**config.mk**
```make
export PLATFORM = sky130hd
export DESIGN_NAME = lhp_port
export DESIGN_NICKNAME = d
export VERILOG_FILES = /design/src/core/lhp_pkg.sv /design/src/core/lhp_sync.sv /design/src/core/lhp_port.sv
export SDC_FILE = /design/constraint.sdc
export NUM_CORES = 1
export LEC_CHECK = 0
export ABC_CLOCK_PERIOD_IN_PS = 2000
export BUFFER_PORTS_ARGS = -buffer_cell sky130_fd_sc_hd__buf_2
export CORE_MARGIN = 1.5
export CORE_UTILIZATION = 54
export CTS_CLUSTER_DIAMETER = 120
export DETAILED_ROUTE_END_ITERATION = 10
export GPL_TIMING_DRIVEN = 1
export PLACE_DENSITY = 0.79
export SYNTH_ARGS = -nofsm -noshare
export SYNTH_HDL_FRONTEND = slang
export SYNTH_SLANG_ARGS = --single-unit
```
**constraint.sdc**
```tcl
create_clock -name pclk -period 2 [get_ports pclk]
set_input_delay 0.3 -clock pclk [delete_from_list [all_inputs] [get_ports pclk]]
set_output_delay 0.3 -clock pclk [all_outputs]
set_load 0.1 [all_outputs]
```
**src/core/lhp_pkg.sv**
```systemverilog
// Constants and types shared by the display host bus port
package lhp_pkg;

    // ========================================================
    // APB register byte offsets
    localparam logic [7:0] LHP_OFS_CTRL   = 8'h00;
    localparam logic [7:0] LHP_OFS_STATUS = 8'h04;
    localparam logic [7:0] LHP_OFS_RXDATA = 8'h08;
    localparam logic [7:0] LHP_OFS_RDDATA = 8'h0C;
    localparam logic [7:0] LHP_OFS_HSTAT  = 8'h10;
    localparam logic [7:0] LHP_OFS_EVENTS = 8'h14;

    // ========================================================
    // Field positions
    localparam int LHP_CTRL_DISP_ON   = 0;
    localparam int LHP_CTRL_STATIC_ON = 1;
    localparam int LHP_EV_RX_VALID    = 0;
    localparam int LHP_EV_RX_OVERRUN  = 1;
    localparam int LHP_EV_RD_TAKEN    = 2;
    localparam int LHP_RX_DC_BIT      = 8;

    // ========================================================
    // Reset values
    localparam logic [1:0]  LHP_CTRL_RESET  = 2'h0;
    localparam logic [7:0]  LHP_BYTE_RESET  = 8'h00;
    localparam logic [2:0]  LHP_EV_RESET    = 3'h0;
    localparam logic [31:0] LHP_WORD_ZERO   = 32'h0000_0000;

    // ========================================================
    // Serial framing and display timing
    localparam logic [2:0] LHP_BIT_LAST     = 3'h7;
    localparam logic [2:0] LHP_BIT_FIRST    = 3'h0;
    localparam int         LHP_SER_DATA_BIT = 7;
    localparam int         LHP_SER_CLK_BIT  = 6;
    localparam logic [7:0] LHP_OSC_HALF     = 8'h0F;
    localparam logic [7:0] LHP_FRAME_LEN    = 8'h40;
    localparam logic [7:0] LHP_CNT_ZERO     = 8'h00;

    // ========================================================
    // Pin synchroniser bit map
    localparam int LHP_SYNC_W   = 21;
    localparam int LHP_S_DCS    = 8;
    localparam int LHP_S_SELN   = 9;
    localparam int LHP_S_SELH   = 10;
    localparam int LHP_S_RD     = 11;
    localparam int LHP_S_WR     = 12;
    localparam int LHP_S_STYLE  = 13;
    localparam int LHP_S_PS     = 14;
    localparam int LHP_S_OSC    = 15;
    localparam int LHP_S_MS     = 16;
    localparam int LHP_S_HRSTN  = 17;
    localparam int LHP_S_PIX    = 18;
    localparam int LHP_S_LC     = 19;
    localparam int LHP_S_BLANK  = 20;

    typedef enum logic [1:0] {
        LHP_MODE_SERIAL,
        LHP_MODE_SEPARATE,
        LHP_MODE_ENABLE
    } lhp_mode_type;

endpackage

```
**src/core/lhp_sync.sv**
```systemverilog
// Two flip-flop synchroniser for a bundle of pin inputs
`timescale 1ns/1ns
`default_nettype none

module lhp_sync #(
    parameter int WIDTH = 1
) (
    // Clock and reset
    input  wire logic             pclk,
    input  wire logic             presetn,
    // Data
    input  wire logic [WIDTH-1:0] async_in,
    output logic      [WIDTH-1:0] sync_out
);

    // ========================================================
    // Per-bit chains; stage one feeds stage two only
    genvar i;
    generate
        for (i = 0; i < WIDTH; i = i + 1) begin : g_bit
            logic meta_reg;
            logic stable_reg;
            always_ff @(posedge pclk or negedge presetn) begin
                if (!presetn) begin
                    meta_reg   <= 1'b0;
                    stable_reg <= 1'b0;
                end else begin
                    meta_reg   <= async_in[i];
                    stable_reg <= meta_reg;
                end
            end
            assign sync_out[i] = stable_reg;
        end
    endgenerate

endmodule

`default_nettype wire

```
**src/core/lhp_port.sv**
```systemverilog
// Host bus port of the dot-matrix display controller
`timescale 1ns/1ns
`default_nettype none

// What this block does
// RULE1 - Serial mode: bit 7 data, bit 6 clock
// RULE2 - Host ties unused bits 0-5 in serial
// RULE3 - Data bus released unless chip selected
// RULE4 - Select high means data, low command
// RULE5 - Hardware reset level initialises settings
// RULE6 - Selected only when low-select low, high-select high
// RULE7 - Separate style: read strobe low drives bus
// RULE8 - Enable style: read pin is enable clock
// RULE9 - Separate style: write captured on strobe rise
// RULE10 - Enable style: write pin high read, low write
// RULE11 - Style strap high enable, low separate
// RULE12 - Parallel strap high parallel, low serial write-only
// RULE13 - Oscillator strap runs internal display oscillator
// RULE14 - System supplies display clock when oscillator off
// RULE15 - Master drives timing, slave accepts it
// RULE16 - Alternation pin output in master only
// RULE17 - Blanking pin output in master only
// RULE18 - Static drive only master with indicator on
// RULE19 - Board links timing pins between chips
// RULE20 - Serial: rising edges, MSB first, byte on 8th
// RULE21 - Serial: sample select on every 8th edge
// RULE22 - Deselect resets shift register and counter
// RULE23 - Display reads pipelined, first read dummy
// RULE24 - Enable style: capture on enable falling edge
module lhp_port
    import lhp_pkg::*;
(
    // APB
    input  wire logic        pclk,
    input  wire logic        presetn,
    input  wire logic        psel,
    input  wire logic        penable,
    input  wire logic        pwrite,
    input  wire logic [7:0]  paddr,
    input  wire logic [31:0] pwdata,
    output logic      [31:0] prdata,
    output logic             pready,
    output logic             pslverr,
    // Host data bus
    input  wire logic [7:0]  data_in,
    output logic      [7:0]  data_out,
    output logic             data_oe,
    // Host control pins
    input  wire logic        data_command_select,
    input  wire logic        select_low_n,
    input  wire logic        select_high,
    input  wire logic        read_strobe,
    input  wire logic        write_strobe,
    input  wire logic        hw_reset_n,
    // Straps
    input  wire logic        bus_style_select,
    input  wire logic        parallel_select,
    input  wire logic        osc_source_select,
    input  wire logic        master_select,
    // Display timing pins
    input  wire logic        pixel_timing_in,
    output logic             pixel_timing_out,
    output logic             pixel_timing_oe,
    input  wire logic        lc_alternation_in,
    output logic             lc_alternation_out,
    output logic             lc_alternation_oe,
    input  wire logic        display_blank_n_in,
    output logic             display_blank_n_out,
    output logic             display_blank_n_oe,
    output logic             static_drive_out,
    output logic             osc_enable
);

    // ========================================================
    // Pin synchronisation
    logic [LHP_SYNC_W-1:0] pins_async;
    logic [LHP_SYNC_W-1:0] pins_s;
    assign pins_async = {display_blank_n_in, lc_alternation_in,
                         pixel_timing_in, hw_reset_n, master_select,
                         osc_source_select, parallel_select,
                         bus_style_select, write_strobe, read_strobe,
                         select_high, select_low_n, data_command_select,
                         data_in};

    lhp_sync #(.WIDTH(LHP_SYNC_W)) u_sync (
        .pclk     (pclk),
        .presetn  (presetn),
        .async_in (pins_async),
        .sync_out (pins_s)
    );

    logic [7:0]   d_q_reg;
    logic         dc_q_reg;
    logic         rd_q_reg;
    logic         wr_q_reg;
    logic         scl_q_reg;
    logic         pix_q_reg;
    logic         selected;
    logic         settings_rst;
    logic         is_master;
    lhp_mode_type mode;

    always_ff @(posedge pclk or negedge presetn) begin
        if (!presetn) begin
            d_q_reg   <= LHP_BYTE_RESET;
            dc_q_reg  <= 1'b0;
            rd_q_reg  <= 1'b0;
            wr_q_reg  <= 1'b0;
            scl_q_reg <= 1'b0;
            pix_q_reg <= 1'b0;
        end else begin
            d_q_reg   <= pins_s[7:0];
            dc_q_reg  <= pins_s[LHP_S_DCS];
            rd_q_reg  <= pins_s[LHP_S_RD];
            wr_q_reg  <= pins_s[LHP_S_WR];
            scl_q_reg <= pins_s[LHP_SER_CLK_BIT];
            pix_q_reg <= pins_s[LHP_S_PIX];
        end
    end

    assign selected     = !pins_s[LHP_S_SELN] && pins_s[LHP_S_SELH]; // RULE6
    assign settings_rst = !pins_s[LHP_S_HRSTN]; // RULE5
    assign is_master    = pins_s[LHP_S_MS];

    // ========================================================
    // Port style from straps
    always_comb begin
        if (!pins_s[LHP_S_PS])
            mode = LHP_MODE_SERIAL; // RULE12
        else if (pins_s[LHP_S_STYLE])
            mode = LHP_MODE_ENABLE; // RULE11
        else
            mode = LHP_MODE_SEPARATE; // RULE11
    end

    // ========================================================
    // Parallel strobes; data taken from the delayed copy for hold margin
    logic rd_act;
    logic rd_act_q_reg;
    logic par_wr_evt;
    logic ser_byte_evt;

    always_comb begin
        rd_act     = 1'b0;
        par_wr_evt = 1'b0;
        case (mode)
            LHP_MODE_SEPARATE: begin
                rd_act     = selected && !pins_s[LHP_S_RD]; // RULE7
                par_wr_evt = selected && pins_s[LHP_S_WR]
                             && !wr_q_reg; // RULE9
            end
            LHP_MODE_ENABLE: begin
                rd_act     = selected && pins_s[LHP_S_RD]
                             && pins_s[LHP_S_WR]; // RULE8 RULE10
                par_wr_evt = selected && !pins_s[LHP_S_RD] && rd_q_reg
                             && !wr_q_reg; // RULE24 RULE10
            end
            default: begin
                rd_act     = 1'b0;
                par_wr_evt = 1'b0;
            end
        endcase
    end

    // ========================================================
    // Serial receiver
    logic [7:0] shift_reg;
    logic [2:0] bit_cnt_reg;
    logic       scl_rise;
    assign scl_rise = pins_s[LHP_SER_CLK_BIT] && !scl_q_reg;
    assign ser_byte_evt = (mode == LHP_MODE_SERIAL) && selected
                          && scl_rise && (bit_cnt_reg == LHP_BIT_LAST);

    always_ff @(posedge pclk or negedge presetn) begin
        if (!presetn) begin
            shift_reg   <= LHP_BYTE_RESET;
            bit_cnt_reg <= LHP_BIT_FIRST;
        end else if (!selected || mode != LHP_MODE_SERIAL) begin
            shift_reg   <= LHP_BYTE_RESET; // RULE22
            bit_cnt_reg <= LHP_BIT_FIRST; // RULE22
        end else if (scl_rise) begin
            shift_reg   <= {shift_reg[6:0],
                            d_q_reg[LHP_SER_DATA_BIT]}; // RULE1 RULE20
            bit_cnt_reg <= bit_cnt_reg + 3'h1;
        end
    end

    // ========================================================
    // Received byte and events; a new event wins over a clear
    logic [7:0] rx_data_reg;
    logic       rx_dc_reg;
    logic [2:0] events_reg;
    logic [2:0] ev_clr;
    logic [2:0] ev_set;
    logic       rx_evt;
    logic       rd_end;
    logic       apb_wr;
    logic       apb_setup;

    assign rx_evt    = par_wr_evt || ser_byte_evt;
    assign rd_end    = rd_act_q_reg && !rd_act;
    assign apb_wr    = psel && penable && pwrite;
    assign apb_setup = psel && !penable;
    assign ev_clr    = (apb_wr && paddr == LHP_OFS_EVENTS) ? pwdata[2:0]
                                                         : LHP_EV_RESET;
    always_comb begin
        ev_set = LHP_EV_RESET;
        ev_set[LHP_EV_RX_VALID]   = rx_evt;
        ev_set[LHP_EV_RX_OVERRUN] = rx_evt && events_reg[LHP_EV_RX_VALID];
        ev_set[LHP_EV_RD_TAKEN]   = rd_end && dc_q_reg;
    end

    always_ff @(posedge pclk or negedge presetn) begin
        if (!presetn) begin
            rx_data_reg <= LHP_BYTE_RESET;
            rx_dc_reg   <= 1'b0;
        end else if (settings_rst) begin
            rx_data_reg <= LHP_BYTE_RESET; // RULE5
            rx_dc_reg   <= 1'b0;
        end else if (ser_byte_evt) begin
            rx_data_reg <= {shift_reg[6:0], d_q_reg[LHP_SER_DATA_BIT]}; // RULE20
            rx_dc_reg   <= dc_q_reg; // RULE21 RULE4
        end else if (par_wr_evt) begin
            rx_data_reg <= d_q_reg; // RULE9 RULE24
            rx_dc_reg   <= dc_q_reg; // RULE4
        end
    end

    always_ff @(posedge pclk or negedge presetn) begin
        if (!presetn)
            events_reg <= LHP_EV_RESET;
        else if (settings_rst)
            events_reg <= LHP_EV_RESET;
        else
            events_reg <= (events_reg & ~ev_clr) | ev_set;
    end

    // ========================================================
    // Read path through the bus holder
    logic [1:0] ctrl_reg;
    logic [7:0] rddata_reg;
    logic [7:0] hstat_reg;
    logic [7:0] holder_reg;

    always_ff @(posedge pclk or negedge presetn) begin
        if (!presetn) begin
            rd_act_q_reg <= 1'b0;
            holder_reg   <= LHP_BYTE_RESET;
            data_out     <= LHP_BYTE_RESET;
        end else begin
            rd_act_q_reg <= rd_act;
            if (settings_rst)
                holder_reg <= LHP_BYTE_RESET;
            else if (rd_end && dc_q_reg)
                holder_reg <= rddata_reg; // RULE23
            data_out <= pins_s[LHP_S_DCS] ? holder_reg : hstat_reg; // RULE4
        end
    end
    assign data_oe = rd_act && selected; // RULE3 RULE7

    // ========================================================
    // APB registers; zero wait states, read data registered in setup
    logic known;
    assign known = (paddr == LHP_OFS_CTRL)   || (paddr == LHP_OFS_STATUS) ||
                   (paddr == LHP_OFS_RXDATA) || (paddr == LHP_OFS_RDDATA) ||
                   (paddr == LHP_OFS_HSTAT)  || (paddr == LHP_OFS_EVENTS);
    assign pready  = psel && penable;
    assign pslverr = psel && penable && !known;

    always_ff @(posedge pclk or negedge presetn) begin
        if (!presetn) begin
            ctrl_reg   <= LHP_CTRL_RESET;
            rddata_reg <= LHP_BYTE_RESET;
            hstat_reg  <= LHP_BYTE_RESET;
        end else if (settings_rst) begin
            ctrl_reg   <= LHP_CTRL_RESET; // RULE5
            rddata_reg <= LHP_BYTE_RESET;
            hstat_reg  <= LHP_BYTE_RESET;
        end else if (apb_wr) begin
            if (paddr == LHP_OFS_CTRL)
                ctrl_reg <= pwdata[1:0];
            else if (paddr == LHP_OFS_RDDATA)
                rddata_reg <= pwdata[7:0];
            else if (paddr == LHP_OFS_HSTAT)
                hstat_reg <= pwdata[7:0];
        end
    end

    always_ff @(posedge pclk or negedge presetn) begin
        if (!presetn)
            prdata <= LHP_WORD_ZERO;
        else if (apb_setup) begin
            if (paddr == LHP_OFS_CTRL)
                prdata <= {30'h0, ctrl_reg};
            else if (paddr == LHP_OFS_STATUS)
                prdata <= {22'h0, selected, settings_rst, mode,
                           pins_s[LHP_S_BLANK], pins_s[LHP_S_LC],
                           pins_s[LHP_S_MS], pins_s[LHP_S_OSC],
                           pins_s[LHP_S_PS], pins_s[LHP_S_STYLE]};
            else if (paddr == LHP_OFS_RXDATA)
                prdata <= {23'h0, rx_dc_reg, rx_data_reg};
            else if (paddr == LHP_OFS_RDDATA)
                prdata <= {24'h0, rddata_reg};
            else if (paddr == LHP_OFS_HSTAT)
                prdata <= {24'h0, hstat_reg};
            else if (paddr == LHP_OFS_EVENTS)
                prdata <= {29'h0, events_reg};
            else
                prdata <= LHP_WORD_ZERO;
        end
    end

    // ========================================================
    // Display timing: internal oscillator or pixel clock from the pin
    logic [7:0] osc_cnt_reg;
    logic       pix_gen_reg;
    logic [7:0] frame_cnt_reg;
    logic       lc_gen_reg;
    logic       pix_rise;

    assign osc_enable = pins_s[LHP_S_OSC]; // RULE13
    // Without the oscillator the clock must come from the pin
    assign pix_rise = osc_enable ? (osc_cnt_reg == LHP_OSC_HALF && !pix_gen_reg)
                                 : (pins_s[LHP_S_PIX] && !pix_q_reg); // RULE14

    always_ff @(posedge pclk or negedge presetn) begin
        if (!presetn) begin
            osc_cnt_reg <= LHP_CNT_ZERO;
            pix_gen_reg <= 1'b0;
        end else if (!osc_enable) begin
            osc_cnt_reg <= LHP_CNT_ZERO; // RULE13
            pix_gen_reg <= 1'b0;
        end else if (osc_cnt_reg == LHP_OSC_HALF) begin
            osc_cnt_reg <= LHP_CNT_ZERO;
            pix_gen_reg <= !pix_gen_reg; // RULE13
        end else
            osc_cnt_reg <= osc_cnt_reg + 8'h01;
    end

    always_ff @(posedge pclk or negedge presetn) begin
        if (!presetn) begin
            frame_cnt_reg <= LHP_CNT_ZERO;
            lc_gen_reg    <= 1'b0;
        end else if (settings_rst) begin
            frame_cnt_reg <= LHP_CNT_ZERO;
            lc_gen_reg    <= 1'b0;
        end else if (pix_rise) begin
            if (frame_cnt_reg == LHP_FRAME_LEN - 8'h01) begin
                frame_cnt_reg <= LHP_CNT_ZERO;
                lc_gen_reg    <= !lc_gen_reg; // RULE15
            end else
                frame_cnt_reg <= frame_cnt_reg + 8'h01;
        end
    end

    logic lc_level;
    assign lc_level = is_master ? lc_gen_reg : pins_s[LHP_S_LC]; // RULE15

    assign pixel_timing_oe     = is_master && osc_enable; // RULE15 RULE19
    assign pixel_timing_out    = pix_gen_reg;
    assign lc_alternation_oe   = is_master; // RULE16
    assign lc_alternation_out  = lc_gen_reg;
    assign display_blank_n_oe  = is_master; // RULE17
    assign display_blank_n_out = ctrl_reg[LHP_CTRL_DISP_ON];
    assign static_drive_out    = is_master && ctrl_reg[LHP_CTRL_STATIC_ON]
                                 && lc_level; // RULE18

    // ========================================================
    // Checks
    a_bus_release: assert property (@(posedge pclk) disable iff (!presetn)
        !selected |-> !data_oe) // RULE3
        else $error("data bus driven while not selected");
    a_sel_combo: assert property (@(posedge pclk) disable iff (!presetn)
        rx_evt |-> !pins_s[LHP_S_SELN] && pins_s[LHP_S_SELH]) // RULE6
        else $error("byte taken without select");
    a_ser_reset: assert property (@(posedge pclk) disable iff (!presetn)
        !selected |=> bit_cnt_reg == LHP_BIT_FIRST) // RULE22
        else $error("serial counter not reset");
    a_ser_byte: assert property (@(posedge pclk) disable iff (!presetn)
        ser_byte_evt && !settings_rst |=> rx_data_reg == $past(shift_reg << 1
                         | {7'h0, d_q_reg[LHP_SER_DATA_BIT]})) // RULE20
        else $error("serial byte wrong");
    a_ser_dc: assert property (@(posedge pclk) disable iff (!presetn)
        ser_byte_evt && !settings_rst |=> rx_dc_reg == $past(dc_q_reg)) // RULE21
        else $error("select line not sampled");
    a_sep_write: assert property (@(posedge pclk) disable iff (!presetn)
        mode == LHP_MODE_SEPARATE && $rose(pins_s[LHP_S_WR]) && selected
        && !settings_rst |=> rx_data_reg == $past(d_q_reg)) // RULE9
        else $error("strobe rise write missed");
    a_en_write: assert property (@(posedge pclk) disable iff (!presetn)
        par_wr_evt |-> mode == LHP_MODE_ENABLE ? $fell(pins_s[LHP_S_RD])
                       : mode == LHP_MODE_SEPARATE) // RULE24
        else $error("enable write on wrong edge");
    a_serial_ro: assert property (@(posedge pclk) disable iff (!presetn)
        mode == LHP_MODE_SERIAL |-> !data_oe && !par_wr_evt) // RULE12
        else $error("serial mode drove parallel bus");
    a_hw_reset: assert property (@(posedge pclk) disable iff (!presetn)
        settings_rst [*2] |-> ctrl_reg == LHP_CTRL_RESET && !events_reg[0]) // RULE5
        else $error("settings kept in reset");
    a_slave_pins: assert property (@(posedge pclk) disable iff (!presetn)
        !is_master |-> !lc_alternation_oe && !display_blank_n_oe
                       && !static_drive_out && !pixel_timing_oe) // RULE16 RULE17
        else $error("slave drove timing pin");
    a_holder_pipe: assert property (@(posedge pclk) disable iff (!presetn)
        rd_end && dc_q_reg && !settings_rst |=> holder_reg == $past(rddata_reg)) // RULE23
        else $error("holder not refilled");

endmodule

`default_nettype wire

```
==> qor.csv <==
metric;value;unit
ir_drop;0.502;mV
synth_async_sr_flop_share;100;%
setup_viol;0;
cp.arrival;2410;ps
hpwl;8.11;mm
drc;0;
cap_violations;0;
final_cell_mix;137 x dfrtp_1, 70 x nand2_1, 67 x buf_2, 48 x a21oi_1, 38 x nor2_1;
synth_edf_count;0;
mostFrequentLayoutCell;dfrtp_1;
coreArea;10300;um2
drtIter0Drc;317;
ys_warn_count;0;
clkPwrFrac;45.5;%
power_per_cell_area;901;nW/um2
dpl_worst_slack;1.48;ps
worst-slew-pin-transition;749;ps
p_comb_share;8.9;%
min_period;1980;ps
via_count;4285;
path_delay_family;simple AND/OR/NAND/NOR gates;
finalHoldViolCount;0;
cp.depth;6;
avgRoutedWirePerCell;16.0;um
fmax;504;MHz
final.period_utilization;99.2;%
grt_pass1_vias;4402;
firstDrtPassIters;7;
crit_path_end_kind;register;
wl;12.5;mm
worstPathRequired;2420;ps
outcome;completed;
ys_seq_area_share;60.8;%
crit_start;osc_cnt_reg[1];
clk_pin_slew;60;ps
cp_max_fo;6;
dieWidth;106;um
hp-class;in -> reg;
synth_flop_cell;dfrtp_1;
place_congestion;0.881;
die_y;106;um
cts_sinks;139;
critPathCapture;frame_cnt_reg[6];
grt_max_degree;56;
slew_headroom;50.0;%
antenna_found_initial;0;
vias_per_cell;5.49;
area_growth;24.2;%
p_sw;1610;uW
drive_above_1_share;25.8;%
slowest_delay;530;ps
cts_buffers;17;
dieArea;11200;um2
initial_core_util;55.6;%
critPathLaunchType;register;
cts_tree;done;
cts_buffer_depth;2;
gr-total-overflow;0;
cp.buffers_inverters;0;
worstSetupPathType;reg -> reg;
worstReg2RegEnd;frame_cnt_reg[6];
diodes;0;
worstSkewPairLatency;510;ps
p_int;4800;uW
p_leak;0.00333;uW
finClkSkew;6.32;ps
avgSynthCellArea;11.0;um2
r2r-start;osc_cnt_reg[1];
reg2reg_depth;6;
sequentialPowerShare;45.6;%
fin_hold_ws;49.5;ps
syn_inst;521;
fin_nets;702;
gr-usage-all-layers;23.9;%
synth-seq-cells;139;
critPathSlowestCell;or4b_1;
grt_first_pass_wirelength;20.9;mm
htree_levels;4;
cts_root_buf;clkbuf_8;
placementRows;37;
port_buffers;70;
netlist_area;5720;um2
regToRegSetupSlack;20;ps
ant_nets;0;
io_pins;117;
drv_slew;0;
ys_types;57;
fin_ws;16.6;ps
p_sw_share;25.1;%
path_cells;ha_2 -> and3_4 -> nand2_1 -> o31a_1 -> or4b_1 -> a21oi_1;
[worst reg2reg max path: cells and delay by family, from the launching register on]
family                   cells  cell delay (ps)
flip-flops                   1              360
AND/OR/NAND/NOR              3              810
AO/OA/AOI/OAI                2              530
adder cells (fa/ha/maj)      1              200
[metal layers]
metal,track usage [%],part of all wire [%],vias to the layer above
met5,0,0,-
met4,7.82,1.6,0
met3,6.38,6.9,29
met2,40.9,51,201
met1,29.7,41,2079
li1,-,-,1976
[cell type report]
class                      count  area, um2
fill                         741       3170
clock buffer                  22        473
sequential                   139       3480
tap                          136        170
inverter                       9       33.8
multi-input combinational    348       2050
clock inverter                 9       88.8
timing repair buffer         117        807
[metrics by stage]
stage | TNS (ps) | area, um2 | cells | power, uW | utilization [%]
2_1_floorplan | -224 | 5810 | 542 | 3350 | -
3_3_place_gp | 0 | 6240 | 723 | 3480 | 60.8
3_5_place_dp | 0 | 6240 | 723 | 3490 | 60.8
4_1_cts | 0 | 7050 | 777 | 6440 | 68.6
5_1_grt | -108 | 7100 | 780 | 6630 | 69.1
6_report | 0 | 7100 | 780 | 6400 | 69.1
[synthesized netlist by cell type, types with 2 or more instances]
cell,number,area (um2)
o21a_1,3,22.5
buf_4,23,173
nor2b_1,4,25.0
o21ai_0,22,110
clkbuf_1,17,63.8
buf_2,3,15.0
dfrtp_1,139,3480
nand3b_1,3,22.5
a31o_2,4,35.0
mux2_2,9,101
xnor2_1,5,43.8
o41ai_1,2,17.5
a21oi_1,50,250
nand2_1,70,263
mux2i_1,19,190
nor4_2,2,25.0
o211ai_1,2,15.0
ha_1,4,50.1
nor4_1,2,12.5
xor2_1,3,26.3
nor2_1,39,146
nand2b_1,8,50.1
o221a_2,2,22.5
and3_1,6,37.5
o22ai_1,2,12.5
inv_1,8,30.0
or4_1,2,15.0
or2_2,6,37.5
a211oi_1,9,67.6
nand3_1,19,95.1
nor3_1,3,15.0
or3_1,2,12.5
and2_1,3,18.8
o31ai_1,2,15.0
buf_6,2,22.5
[repair_timing]
item | CTS | global route
gates resized for setup | 5 | 8
hold endpoints to repair | 52 | 0
buffers inserted | 1 | 3
pin swaps | 0 | 5
cloned | 0 | 0
hold buffers | 22 | 0
setup endpoints to repair | 1 | 11
[worst min path at each step]
stage | from | to | slack, ps | cells past startpoint
after detailed placement | presetn | data_out[1] | 210 | 1
after floorplan | presetn | bit_cnt_reg[0] | 4 | 0
after global routing | pwdata[5] | hstat_reg[5] | 20 | 3
final | pwdata[6] | hstat_reg[6] | 50 | 3
after CTS | pwdata[5] | hstat_reg[5] | 40 | 3
after global placement | presetn | data_out[1] | 200 | 1
[cell families (layout without fill, tap and decap cells)]
logic type / count (synthesis) / in the layout / share of synthesized area [%]
buf+inv: 55 / 157 / 5.45
other cells: 1 / 22 / 0.0656
simple gates: 178 / 178 / 15.1
xor+xnor: 8 / 8 / 1.23
mux: 28 / 28 / 5.10
compound gates: 108 / 108 / 11.3
fa+ha+maj: 4 / 4 / 0.875
flops: 139 / 139 / 60.8
[power groups by stage]
stage	clock network, uW	registers (uW)	logic (uW)
after floorplan	0	2980	374
after global placement	0	2960	514
after detailed placement	0	2970	520
after CTS	2960	2920	563
after global routing	3100	2920	610
final	2910	2920	570
No activity file was read; power rests on OpenSTA's default activity.
